--- config.mk ---
export PLATFORM = sky130hd
export DESIGN_NAME = pressure_reader
export DESIGN_NICKNAME = d
export VERILOG_FILES = /design/src/reading_pkg.sv /design/src/serial_rx.sv /design/src/pressure_reader.sv
export SDC_FILE = /design/constraint.sdc
export NUM_CORES = 2
export LEC_CHECK = 0
export BUFFER_PORTS_ARGS = -buffer_cell sky130_fd_sc_hd__buf_4
export CAP_MARGIN = 20
export CORE_ASPECT_RATIO = 0.5
export CORE_MARGIN = 4
export CORE_UTILIZATION = 59
export DETAILED_ROUTE_END_ITERATION = 10
export PLACE_DENSITY = 0.81
export SLEW_MARGIN = 30
export SYNTH_ARGS = -nofsm -noshare
export SYNTH_HDL_FRONTEND = slang
export SYNTH_SLANG_ARGS = --single-unit
--- constraint.sdc ---
create_clock -name pclk -period 20.2 [get_ports pclk]
set_input_delay 0 -clock pclk [delete_from_list [all_inputs] [get_ports pclk]]
set_output_delay 0 -clock pclk [all_outputs]
set_load 0.05 [all_outputs]
--- src/reading_pkg.sv ---
// Constants, field layouts and carrier types for the pressure reading path
package reading_pkg;

  // Clock and timing
  localparam int CLK_HZ           = 125_000_000;
  localparam int SAMPLE_PERIOD_MS = 20;
  localparam int SAMPLE_CYCLES    = CLK_HZ / 1000 * SAMPLE_PERIOD_MS;
  localparam int BAUD_RATE        = 9600;
  localparam int BAUD_CYCLES      = CLK_HZ / BAUD_RATE;

  // Data widths
  localparam int RAW_W      = 24;
  localparam int SMOOTH_W   = 7;
  localparam int UART_BITS  = 8;

  // Filter constants
  localparam logic [SMOOTH_W-1:0] SMOOTH_MAX   = 7'h63;  // 99
  localparam logic [SMOOTH_W-1:0] SMOOTH_RESET = 7'h5a;  // 90
  localparam logic [SMOOTH_W-1:0] PERCENT_FULL = 7'h64;  // 100
  localparam int BYPASS_FS_DIVISOR = 5000;               // 0.02 % of full scale

  // Address and protocol characters
  localparam logic [7:0] ADDR_RESET  = 8'h31;  // '1'
  localparam logic [7:0] CH_HASH     = 8'h23;
  localparam logic [7:0] CH_STAR     = 8'h2a;
  localparam logic [7:0] CH_QUERY    = 8'h3f;
  localparam logic [7:0] CH_DOT      = 8'h2e;
  localparam logic [7:0] CH_CR       = 8'h0d;
  localparam logic [7:0] CH_LF       = 8'h0a;
  localparam logic [7:0] CH_SPACE    = 8'h20;
  localparam logic [7:0] CH_0        = 8'h30;
  localparam logic [7:0] CH_9        = 8'h39;
  localparam logic [7:0] CH_UA       = 8'h41;
  localparam logic [7:0] CH_UZ       = 8'h5a;
  localparam logic [7:0] CH_LA       = 8'h61;
  localparam logic [7:0] CH_LZ       = 8'h7a;
  localparam logic [7:0] CASE_BIT    = 8'h20;

  // Reply framing: address, space, eight hex digits, CR, LF
  localparam logic [3:0] REPLY_LAST  = 4'hb;
  localparam logic [3:0] FRAME_LAST  = 4'h9;

  // APB byte offsets
  localparam logic [7:0] OFF_CTRL    = 8'h00;
  localparam logic [7:0] OFF_RANGE0  = 8'h04;
  localparam logic [7:0] OFF_RANGE1  = 8'h08;
  localparam logic [7:0] OFF_FS0     = 8'h0c;
  localparam logic [7:0] OFF_FS1     = 8'h10;
  localparam logic [7:0] OFF_READING = 8'h14;
  localparam logic [7:0] OFF_STATUS  = 8'h18;

  // Range register field positions
  localparam int ADDR_LSB   = 0;
  localparam int SMOOTH_LSB = 8;

  // Full scale reset: whole converter span
  localparam logic [RAW_W-1:0] FS_RESET = 24'hffffff;

  // Per-range settings travel together
  typedef struct packed {
    logic [RAW_W-1:0]    full_scale;
    logic [SMOOTH_W-1:0] smoothing_percent;
    logic [7:0]          station_addr;
  } range_cfg_t;

  // One received serial character
  typedef struct packed {
    logic       valid;
    logic [7:0] data;
  } rx_char_t;

endpackage : reading_pkg

--- src/serial_rx.sv ---
// Asynchronous serial receiver, 8 data bits, no parity, 1 stop bit
module serial_rx #(
  parameter int DIV = reading_pkg::BAUD_CYCLES
) (
  // Clock and reset
  input  wire logic                  pclk,
  input  wire logic                  presetn,
  // Line
  input  wire logic                  rxd,
  // Received character, valid for one cycle
  output reading_pkg::rx_char_t      rx_char
);
  import reading_pkg::*;

  logic [15:0] div_reg;    // Baud divider
  logic [3:0]  bit_reg;    // 0 start, 1..8 data, 9 stop
  logic        busy_reg;   // Frame in progress
  logic [7:0]  shift_reg;  // Data bits, lsb first
  rx_char_t    out_reg;    // Character to the parser

  localparam logic [15:0] DIV_LAST = 16'(DIV - 1);
  localparam logic [15:0] DIV_HALF = 16'(DIV / 2);

  // Sampling at mid-bit keeps margin for clock mismatch at either end
  always_ff @(posedge pclk or negedge presetn) begin
    if (!presetn) begin
      div_reg   <= 16'h0000;
      bit_reg   <= 4'h0;
      busy_reg  <= 1'b0;
      shift_reg <= 8'h00;
      out_reg   <= '0;
    end else begin
      out_reg.valid <= 1'b0;
      if (!busy_reg) begin
        // Wait for the start edge, then aim at its middle
        if (!rxd) begin
          busy_reg <= 1'b1;
          bit_reg  <= 4'h0;
          div_reg  <= DIV_HALF;
        end
      end else if (div_reg != 16'h0000) begin
        div_reg <= div_reg - 16'h0001;
      end else begin
        div_reg <= DIV_LAST;
        if (bit_reg == 4'h0) begin
          // False start: glitch is dropped
          if (rxd) begin
            busy_reg <= 1'b0;
          end
          bit_reg <= 4'h1;
        end else if (bit_reg <= 4'h8) begin
          shift_reg <= {rxd, shift_reg[7:1]};
          bit_reg   <= bit_reg + 4'h1;
        end else begin
          // Stop bit must be high or the character is discarded
          busy_reg     <= 1'b0;
          out_reg.valid <= rxd;
          out_reg.data  <= shift_reg;
        end
      end
    end
  end

  assign rx_char = out_reg;

endmodule : serial_rx

--- src/pressure_reader.sv ---
// Pressure sampling, smoothing filter, address matching and APB registers
//
// The address map and the APB interface to the registers were decided locally.
module pressure_reader #(
  parameter int SAMPLE_CYC = reading_pkg::SAMPLE_CYCLES,
  parameter int BAUD_CYC   = reading_pkg::BAUD_CYCLES
) (
  // APB clock and reset
  input  wire logic                           pclk,
  input  wire logic                           presetn,
  // APB slave
  input  wire logic                           psel,
  input  wire logic                           penable,
  input  wire logic                           pwrite,
  input  wire logic [7:0]                     paddr,
  input  wire logic [31:0]                    pwdata,
  output logic      [31:0]                    prdata,
  output logic                                pready,
  output logic                                pslverr,
  // Sensor converter
  input  wire logic [reading_pkg::RAW_W-1:0]  raw_pressure,
  output logic                                sample_take,
  output logic      [reading_pkg::RAW_W-1:0]  reading,
  // Serial line
  input  wire logic                           rxd,
  output logic                                txd
);
  import reading_pkg::*;

  typedef enum logic [3:0] {
    P_IDLE = 4'b0001,   // Waiting for '#'
    P_ADDR = 4'b0010,   // Next significant char is address
    P_BODY = 4'b0100,   // Command body
    P_SKIP = 4'b1000    // Foreign address, wait for end
  } parse_t;

  localparam logic [31:0] TICK_LAST = 32'(SAMPLE_CYC - 1);
  localparam logic [15:0] BAUD_LAST = 16'(BAUD_CYC - 1);

  range_cfg_t         cfg_reg [2];        // Settings per range
  logic               range_reg;          // Active range
  logic [31:0]        tick_reg;           // Sample period counter
  logic               tick_reg_q;         // Sample strobe
  logic [RAW_W-1:0]   hist_reg;           // Shared filter history
  logic               seeded_reg;         // History holds a sample
  logic               bypass_reg;         // Last sample skipped filter
  logic               pready_reg;
  logic [31:0]        prdata_reg;
  logic               pslverr_reg;
  rx_char_t           rx_char;
  parse_t             pst_reg;
  logic               addr_hit_reg;       // Address matched this frame
  logic               q_seen_reg;         // Query mark seen
  logic               other_reg;          // Other significant text seen
  logic               tx_busy_reg;
  logic [3:0]         tx_idx_reg;         // Reply byte index
  logic [3:0]         tx_bit_reg;         // Bit within frame
  logic [15:0]        tx_div_reg;
  logic [9:0]         tx_shift_reg;
  logic [31:0]        tx_val_reg;         // Reading latched for reply, zero-extended to 8 digits
  logic [7:0]         tx_addr_reg;        // Address latched for reply
  logic               txd_reg;

  // Active range settings and filter arithmetic
  range_cfg_t         act;
  logic [RAW_W-1:0]   thr;
  logic [RAW_W-1:0]   diff;
  logic               bypass;
  logic [30:0]        acc;
  logic [RAW_W-1:0]   filt;
  logic               query_end;

  function automatic logic [7:0] upcase(input logic [7:0] c);
    upcase = (c >= CH_LA && c <= CH_LZ) ? (c & ~CASE_BIT) : c;
  endfunction : upcase

  function automatic logic is_alnum(input logic [7:0] c);
    is_alnum = (c >= CH_0 && c <= CH_9) || (c >= CH_UA && c <= CH_UZ);
  endfunction : is_alnum

  function automatic logic [7:0] hex_char(input logic [3:0] n);
    hex_char = (n < 4'ha) ? (CH_0 + {4'h0, n}) : (CH_UA + {4'h0, n - 4'ha});
  endfunction : hex_char

  // Serial receiver
  serial_rx #(.DIV(BAUD_CYC)) u_rx (
    .pclk    (pclk),
    .presetn (presetn),
    .rxd     (rxd),
    .rx_char (rx_char)
  );

  // Filter: threshold from the active range's own full scale
  always_comb begin
    act    = cfg_reg[range_reg];
    thr    = RAW_W'(act.full_scale / BYPASS_FS_DIVISOR);
    diff   = (raw_pressure > hist_reg) ? raw_pressure - hist_reg : hist_reg - raw_pressure;
    // Zero setting, a large step or an empty history pass raw through
    bypass = !seeded_reg || (act.smoothing_percent == 7'h00) || (diff > thr);
    acc    = 31'(act.smoothing_percent) * 31'(hist_reg)
           + 31'(PERCENT_FULL - act.smoothing_percent) * 31'(raw_pressure);
    filt   = RAW_W'(acc / 31'(PERCENT_FULL));
  end

  // Sample timebase, free running
  always_ff @(posedge pclk or negedge presetn) begin
    if (!presetn) begin
      tick_reg   <= 32'h0;
      tick_reg_q <= 1'b0;
    end else begin
      tick_reg_q <= (tick_reg == TICK_LAST);
      tick_reg   <= (tick_reg == TICK_LAST) ? 32'h0 : tick_reg + 32'h1;
    end
  end

  // Filter history: one store serves both ranges, so a switch carries it over
  always_ff @(posedge pclk or negedge presetn) begin
    if (!presetn) begin
      hist_reg   <= '0;
      seeded_reg <= 1'b0;
      bypass_reg <= 1'b0;
    end else if (tick_reg_q) begin
      hist_reg   <= bypass ? raw_pressure : filt;
      seeded_reg <= 1'b1;
      bypass_reg <= bypass;
    end
  end

  // APB: one wait state, so read data comes from a flop
  always_ff @(posedge pclk or negedge presetn) begin
    if (!presetn) begin
      pready_reg  <= 1'b0;
      prdata_reg  <= 32'h0;
      pslverr_reg <= 1'b0;
    end else if (psel && penable && !pready_reg) begin
      pready_reg  <= 1'b1;
      pslverr_reg <= 1'b0;
      prdata_reg  <= 32'h0;
      if (paddr == OFF_CTRL) begin
        prdata_reg <= {31'h0, range_reg};
      end else if (paddr == OFF_RANGE0) begin
        prdata_reg <= {17'h0, cfg_reg[0].smoothing_percent, cfg_reg[0].station_addr};
      end else if (paddr == OFF_RANGE1) begin
        prdata_reg <= {17'h0, cfg_reg[1].smoothing_percent, cfg_reg[1].station_addr};
      end else if (paddr == OFF_FS0) begin
        prdata_reg <= {8'h0, cfg_reg[0].full_scale};
      end else if (paddr == OFF_FS1) begin
        prdata_reg <= {8'h0, cfg_reg[1].full_scale};
      end else if (paddr == OFF_READING) begin
        prdata_reg <= {8'h0, hist_reg};
      end else if (paddr == OFF_STATUS) begin
        prdata_reg <= {29'h0, tx_busy_reg, bypass_reg, seeded_reg};
      end else begin
        // Unmapped: error, reads zero
        pslverr_reg <= 1'b1;
      end
    end else begin
      pready_reg  <= 1'b0;
      pslverr_reg <= 1'b0;
    end
  end

  // Register writes take effect at the completing edge; bad values are ignored
  always_ff @(posedge pclk or negedge presetn) begin
    if (!presetn) begin
      range_reg <= 1'b0;
      for (int i = 0; i < 2; i++) begin
        cfg_reg[i].station_addr      <= ADDR_RESET;
        cfg_reg[i].smoothing_percent <= SMOOTH_RESET;
        cfg_reg[i].full_scale        <= FS_RESET;
      end
    end else if (psel && penable && pready_reg && pwrite && !pslverr_reg) begin
      if (paddr == OFF_CTRL) begin
        range_reg <= pwdata[0];
      end else if (paddr == OFF_RANGE0 || paddr == OFF_RANGE1) begin
        // Each range written alone
        if (is_alnum(upcase(pwdata[ADDR_LSB +: 8]))) begin
          cfg_reg[paddr == OFF_RANGE1].station_addr <= upcase(pwdata[ADDR_LSB +: 8]);
        end
        if (pwdata[SMOOTH_LSB +: SMOOTH_W] <= SMOOTH_MAX) begin
          cfg_reg[paddr == OFF_RANGE1].smoothing_percent <= pwdata[SMOOTH_LSB +: SMOOTH_W];
        end
      end else if (paddr == OFF_FS0) begin
        cfg_reg[0].full_scale <= pwdata[RAW_W-1:0];
      end else if (paddr == OFF_FS1) begin
        cfg_reg[1].full_scale <= pwdata[RAW_W-1:0];
      end
    end
  end

  // Frame end in the command body of a frame addressed to us
  assign query_end = rx_char.valid && (pst_reg == P_BODY)
                   && (rx_char.data == CH_CR || rx_char.data == CH_LF);

  // Command parser; punctuation other than '?' and '.' is dropped
  always_ff @(posedge pclk or negedge presetn) begin
    if (!presetn) begin
      pst_reg      <= P_IDLE;
      addr_hit_reg <= 1'b0;
      q_seen_reg   <= 1'b0;
      other_reg    <= 1'b0;
    end else if (rx_char.valid) begin
      if (rx_char.data == CH_HASH) begin
        pst_reg      <= P_ADDR;
        addr_hit_reg <= 1'b0;
        q_seen_reg   <= 1'b0;
        other_reg    <= 1'b0;
      end else if (rx_char.data == CH_CR || rx_char.data == CH_LF) begin
        pst_reg <= P_IDLE;
      end else begin
        case (pst_reg)
          P_ADDR: begin
            if (rx_char.data == CH_STAR
                || upcase(rx_char.data) == act.station_addr) begin
              pst_reg      <= P_BODY;
              addr_hit_reg <= 1'b1;
            end else if (is_alnum(upcase(rx_char.data))) begin
              pst_reg <= P_SKIP;
            end
          end
          P_BODY: begin
            if (rx_char.data == CH_QUERY) begin
              q_seen_reg <= 1'b1;
            end else if (is_alnum(upcase(rx_char.data)) || rx_char.data == CH_DOT) begin
              other_reg <= 1'b1;
            end
          end
          default: begin
            pst_reg <= pst_reg;
          end
        endcase
      end
    end
  end

  // Reply: address, space, hex reading, CR, LF; a query while busy is dropped
  always_ff @(posedge pclk or negedge presetn) begin
    if (!presetn) begin
      tx_busy_reg  <= 1'b0;
      tx_idx_reg   <= 4'h0;
      tx_bit_reg   <= 4'h0;
      tx_div_reg   <= 16'h0;
      tx_shift_reg <= 10'h3ff;
      tx_val_reg   <= '0;
      tx_addr_reg  <= ADDR_RESET;
      txd_reg      <= 1'b1;
    end else if (!tx_busy_reg) begin
      txd_reg <= 1'b1;
      if (query_end && addr_hit_reg && q_seen_reg && !other_reg) begin
        tx_busy_reg  <= 1'b1;
        tx_idx_reg   <= 4'h0;
        tx_bit_reg   <= 4'h0;
        tx_div_reg   <= BAUD_LAST;
        tx_val_reg   <= {8'h00, hist_reg};
        tx_addr_reg  <= act.station_addr;
        tx_shift_reg <= {1'b1, act.station_addr, 1'b0};
      end
    end else begin
      txd_reg <= tx_shift_reg[0];
      if (tx_div_reg != 16'h0) begin
        tx_div_reg <= tx_div_reg - 16'h1;
      end else begin
        tx_div_reg <= BAUD_LAST;
        if (tx_bit_reg != FRAME_LAST) begin
          tx_bit_reg   <= tx_bit_reg + 4'h1;
          tx_shift_reg <= {1'b1, tx_shift_reg[9:1]};
        end else if (tx_idx_reg == REPLY_LAST) begin
          tx_busy_reg <= 1'b0;
        end else begin
          tx_bit_reg <= 4'h0;
          tx_idx_reg <= tx_idx_reg + 4'h1;
          if (tx_idx_reg == 4'h0) begin
            tx_shift_reg <= {1'b1, CH_SPACE, 1'b0};
          end else if (tx_idx_reg <= 4'h8) begin
            // Hex digits, most significant nibble first
            tx_shift_reg <= {1'b1, hex_char(tx_val_reg[(8'(8 - tx_idx_reg) * 4) +: 4]), 1'b0};
          end else if (tx_idx_reg == 4'h9) begin
            tx_shift_reg <= {1'b1, CH_CR, 1'b0};
          end else begin
            tx_shift_reg <= {1'b1, CH_LF, 1'b0};
          end
        end
      end
    end
  end

  assign prdata      = prdata_reg;
  assign pready      = pready_reg;
  assign pslverr     = pslverr_reg;
  assign sample_take = tick_reg_q;
  assign reading     = hist_reg;
  assign txd         = txd_reg;
endmodule : pressure_reader

# Word-level counts from Yosys, hierarchy flattened
# Cells that the tools add are included.
# word_totals
regBits,277
word_cells,269
input_bits,70
out_inout_bits,60
# op_classes
n_lt_le_gt_ge,21
n_eq_ne,29
multipliers,2
addsub,14
muxes,102
shifts,1
div_mod_pow,2
bitwise,7
n_reduce_logical,59
# op_table
cell,count
$mux W78,5
$mux W24,13
$bwmux W78,2
$mux W39,3
$mux W16,6
$mux W4,20
$demux W39 S1,2
$mux W9,6
$mux W10,5
$gt A24 B24 Y1,2
$sub A24 B24 Y24,2
$mux W1,33
$add A32 B1 Y32 const B,1
$div A24 B13 Y32 const B,1
$eq A32 B22 Y1 const B,1
$eq A8 B4 Y1 const B,4
$eq A8 B6 Y1 const B,4
$ge A8 B7 Y1 const B,4
$le A8 B7 Y1 const B,4
$mux W32,1
$reduce_bool A16 Y1,2
$shiftx A32 B11 Y4,1
$sub A16 B1 Y16 const B,2
$add A31 B31 Y31,1
other kinds (45),112

# Logic depth before layout (Yosys ltp)
# depth
word_depth,14
ltp_mapped,90

# Hierarchy
# A second synthesis with hierarchy kept.
# unflattened
cells_unflattened,4236
hier_area_um2,35869.4
# modules_own_cells
mod,cells_per_inst,instances,area_per_inst_um2
pressure_reader,4054,1,33838.7
serial_rx,182,1,2030.7

# Worst setup path after synthesis
# No wires, ideal clock.
# synth_timing
kind,register to register
startpoint,register range_reg
endpoint,register hist_reg[0] (netlist: reading[0])
t_required_ns,20.120
slack_ns,-1.685
arrival_ns,21.805
path_stages_with_launch,80
setup_time_ns,0.080
n_path_buf,12
synth_period_minus_slack_ns,21.885
path_cell_list,dfrtp_1 buf_2 buf_2 buf_2 buf_1 clkbuf_1 clkbuf_1 clkbuf_1 mux2_2 or2_2 xnor2_1 clkbuf_1 nor2_1 fa_1 fa_1 fa_1 fa_1 fa_1 [... 44 more ...] a21bo_1 a221o_1 nand2_1 a21boi_1 or2_1 a221o_1 a21oi_4 mux2i_1 o211ai_1 o2111ai_2 a21boi_4 mux2_4 nand4b_4 nor2_1 a221oi_1 or4b_1 a21o_1 o211ai_2
# synth_between
elab_chain_cells,9
# synth_lines
element,line_no,text
"start, declared",pressure_reader.sv:41,logic range_reg;
"start signal, assigned",pressure_reader.sv:174,range_reg <= pwdata[0];
$not A1 Y2 (implied by the code) (*),pressure_reader.sv:95,act = cfg_reg[range_reg];
$mux W39 (implied by the code) (*) (3 in series),pressure_reader.sv:95,
$sub A7 B7 Y8,pressure_reader.sv:101,+ 31'(PERCENT_FULL - act.smoothing_percent) * 31'(raw_pressure);
$mul A8 B25 Y31,pressure_reader.sv:101,
$add A31 B31 Y31,pressure_reader.sv:101,
$div A31 B7 Y31,pressure_reader.sv:102,filt = RAW_W'(acc / 31'(PERCENT_FULL));
$mux W24 (*),pressure_reader.sv:123,hist_reg <= bypass ? raw_pressure : filt;
"end signal, assigned",pressure_reader.sv:123,
"end, declared",pressure_reader.sv:44,logic [RAW_W-1:0] hist_reg;
# Every way passes the cells marked *; elsewhere a longest branch is shown, timed or not. The select of a mux whose other input is x is not followed.
# A chain may end at the register's enable or synchronous reset.

# Worst setup path in the final report
# Same ends and word-level chain as after synthesis.

==> impl_metrics.json <==
{
  "grt_overflow": 0,
  "yosysSeqAreaShare": 0.189,
  "synth.top_cell.area_share": 0.167,
  "grt.total_usage": 0.340,
  "hpwl_mm": 84.9,
  "synth_edf_count": 0,
  "numCtsBuffers": 27,
  "avgSynthCellArea_um2": 8.49,
  "startpoint": "range_reg$_DFFE_PN0P_",
  "wl_met3_mm": 13.3,
  "synthAdderAreaFrac": 0.228,
  "cpMaxStageDelayCell": "fa_1",
  "finalNonFillerCells": 5542,
  "worstHoldStart": "raw_pressure[15]",
  "cp_data_arrival_time_ns": 21.09,
  "post-route-period-util": 1.02,
  "num_rows": 63,
  "nets": 5240,
  "antenna_found_initial": 2,
  "synth_top_family_by_area": "adder cells",
  "setup-violations-final": 2,
  "slowest_delay_ns": 0.58,
  "yosys_warnings": 0,
  "cts.sinks": 268,
  "drive_gt1_frac": 0.265,
  "tns_ns": -0.658,
  "routed-wl-met2_mm": 54.5,
  "drv_slew": 0,
  "ys_ff_latch": 268,
  "placed_cells": 5358,
  "synth-xor-area-share": 0.0499,
  "finalClockSkew_ns": 0.0185,
  "cap_violations": 0,
  "violations": "negative setup slack",
  "dr.pass1.iters": 6,
  "largest_reg_flops": 78,
  "core_um2": 59700,
  "slew_headroom": 0.311,
  "n_fill_cell": 3978,
  "gp_congestion": 0.950,
  "syn_to_final_growth_pct": 23.1,
  "status": "finished, violations left",
  "drt_wl_total_mm": 120,
  "crit_top_cell": "buf_4",
  "rsz0062_at_grt": "true",
  "port_buffers": 113,
  "fp.dieW_um": 357,
  "cts_max_level": 1,
  "vias": 35900,
  "async_flop_share": 1.00,
  "crit_path_start_kind": "flip-flop",
  "drtIter0Drc": 3961,
  "cp-end-kind": "flip-flop",
  "synth_cell_types": 139,
  "fin_ws_ns": -0.394,
  "ys.flop_type": "dfrtp_1",
  "timing.fmax_mhz": 48.6,
  "fin_crit_ns": 20.59,
  "syn_area_um2": 35900,
  "die_h_um": 182,
  "synthTopCellsByArea": "fa_1 17%, dfrtp_1 14%, ha_1 5.7%, nand2_1 5.4%, dfstp_2 5.3%",
  "top_level_ports": 130,
  "cts_tree": "done",
  "hold_class": "primary input to flip-flop",
  "wl_met1_mm": 45.9,
  "clock_path_buffers": 3,
  "ant_nets": 0,
  "max_slew.worst_pin.slew_ns": 1.03,
  "avgRoutedWirePerCell_um": 21.6,
  "netlist_top_cells_count": "513 x nand2_1, 425 x inv_1, 300 x fa_1, 289 x nor2_1, 216 x a21oi_1",
  "clock_latency_ns": 0.58,
  "pre_cts_ws_ns": -0.622,
  "synthMuxAreaShare": 0.0747,
  "cts.clk_slew.worst_paths_ns": 0.07,
  "netlist_instances": 4225,
  "finalHoldViolCount": 0,
  "synth_simple_gate_area_frac": 0.184,
  "grt_max_degree": 123,
  "grt_pass1_vias": 34900,
  "synthMostInstantiatedCell": "nand2_1",
  "path_class": "flip-flop to flip-flop",
  "required_ns": 20.70,
  "rr_startpoint": "range_reg$_DFFE_PN0P_",
  "crit_fanout": 6,
  "die_area_um2": 65100,
  "drc": 0,
  "via_per_inst": 6.47,
  "grt_first_pass_wirelength_mm": 181,
  "top_layer": "met5",
  "cts_root_buf": "clkbuf_16",
  "whs_ns": 0.0356,
  "synth_compound_area_frac": 0.206,
  "start_util": 0.601,
  "synth_top_area_cell": "fa_1"
}
==> layout make-up <==
cell class	count	area, um2	area share
Multi-Input combinational cell	3334	28600	0.648
Sequential cell	268	6800	0.154
Timing Repair Buffer	647	5240	0.119
Inverter	428	1610	0.0365
Tap cell	812	1020	0.0230
Clock buffer	43	796	0.0180
Clock inverter	7	62.6	0.00142
Antenna cell	3	7.51	0.000170
==> worst max-delay path, delay by kind of cell, from the launching register on <==
family / cells / cell delay (ns)
AOI/OAI and AO/OA: 35 / 8.46
and+or+nand+nor: 18 / 4.56
adders and majority gates: 8 / 3.30
buffers and inverters: 15 / 1.81
muxes: 5 / 1.63
DFF: 1 / 0.45
xor gates and xnor gates: 1 / 0.27
==> cell families (layout without fill, tap and decap cells) <==
logic type,Yosys count,after routing
AO/OA/AOI/OAI,1034,1034
XOR/XNOR,203,203
adder cells (fa/ha/maj),475,475
buffers and inverters,630,1125
flip-flops,268,268
multiplexers,241,241
other,1,11
AND/OR/NAND/NOR,1373,1373
==> layer usage <==
layer,global-route usage,up-vias
li1,-,15700
met1,0.449,17500
met2,0.546,2110
met3,0.0870,547
met4,0.119,4
met5,0,-
==> path summary, 6_finish.rpt <==
| check | to | slack (ns) | depth (start not counted) |
|---|---|---|---|
| setup / recovery | reading[0]$_DFFE_PN0P_ | -0.39 | 82 |
| hold / removal | reading[15]$_DFFE_PN0P_ | 0.04 | 5 |
| setup reg to reg | reading[0]$_DFFE_PN0P_ | -0.39 | 82 |
| hold reg to reg | tick_reg[4]$_DFF_PN0_ | 0.47 | 1 |
| max in group asynchronous | tx_div_reg[3]$_DFFE_PN0P_ | 18.36 | 5 |
| min in group asynchronous | prdata[17]$_DFFE_PN0P_ | 0.40 | 3 |
==> placed cells by master (no fill, tap or decap), types with 18 or more instances in the layout <==
cell           synthesis  final
and3_1                26     22
a22oi_1               28     23
nand2b_1              40     40
and2_1                91     88
xnor2_1              131    120
dlygate4sd3_1          0     46
nor4_1                30     26
mux2_2               152    147
nand3_1              102     98
nor2_1               289    271
fa_1                 300    283
a31oi_1               53     47
clkbuf_16              0     29
buf_6                  1     35
buf_4                 12    555
inv_1                425    418
ha_1                 164    145
or2_2                 19     18
a21oi_2                5     26
dfrtp_1              195    192
o21ai_1               27     30
or3_1                 27     23
nand4_1               48     48
dfstp_2               73     73
a21o_1                67     66
o21a_1                34     28
a21oi_1              216    189
mux2i_1               78     66
nor2b_1               25     25
o21bai_1              25     23
nor3_1                82     73
o211ai_1              48     48
o21ai_0              178    161
nand2_1              513    502
a22o_1                19     18
xor2_1                71     68
a211oi_1              37     23
==> what timing repair did <==
action	4_1_cts	5_1_grt
endpoints found under the hold margin	186	14
setup endpoints to repair	7	25
hold buffers	45	1
resized for setup	78	309
setup buffers	10	66
gates cloned	2	6
pin swaps	21	160
==> metrics by stage <==
| stage | instance area, um2 | utilization |
|---|---|---|
| floorplan | 36200 | - |
| global placement | 40200 | 0.675 |
| detailed placement | 40300 | 0.675 |
| CTS | 42000 | 0.704 |
| global route | 44200 | 0.740 |
| finish | 44200 | 0.740 |
Power is left out: the tool's default activity adds up to more than one toggle a clock period on the data nets, which glitch-free logic cannot reach.
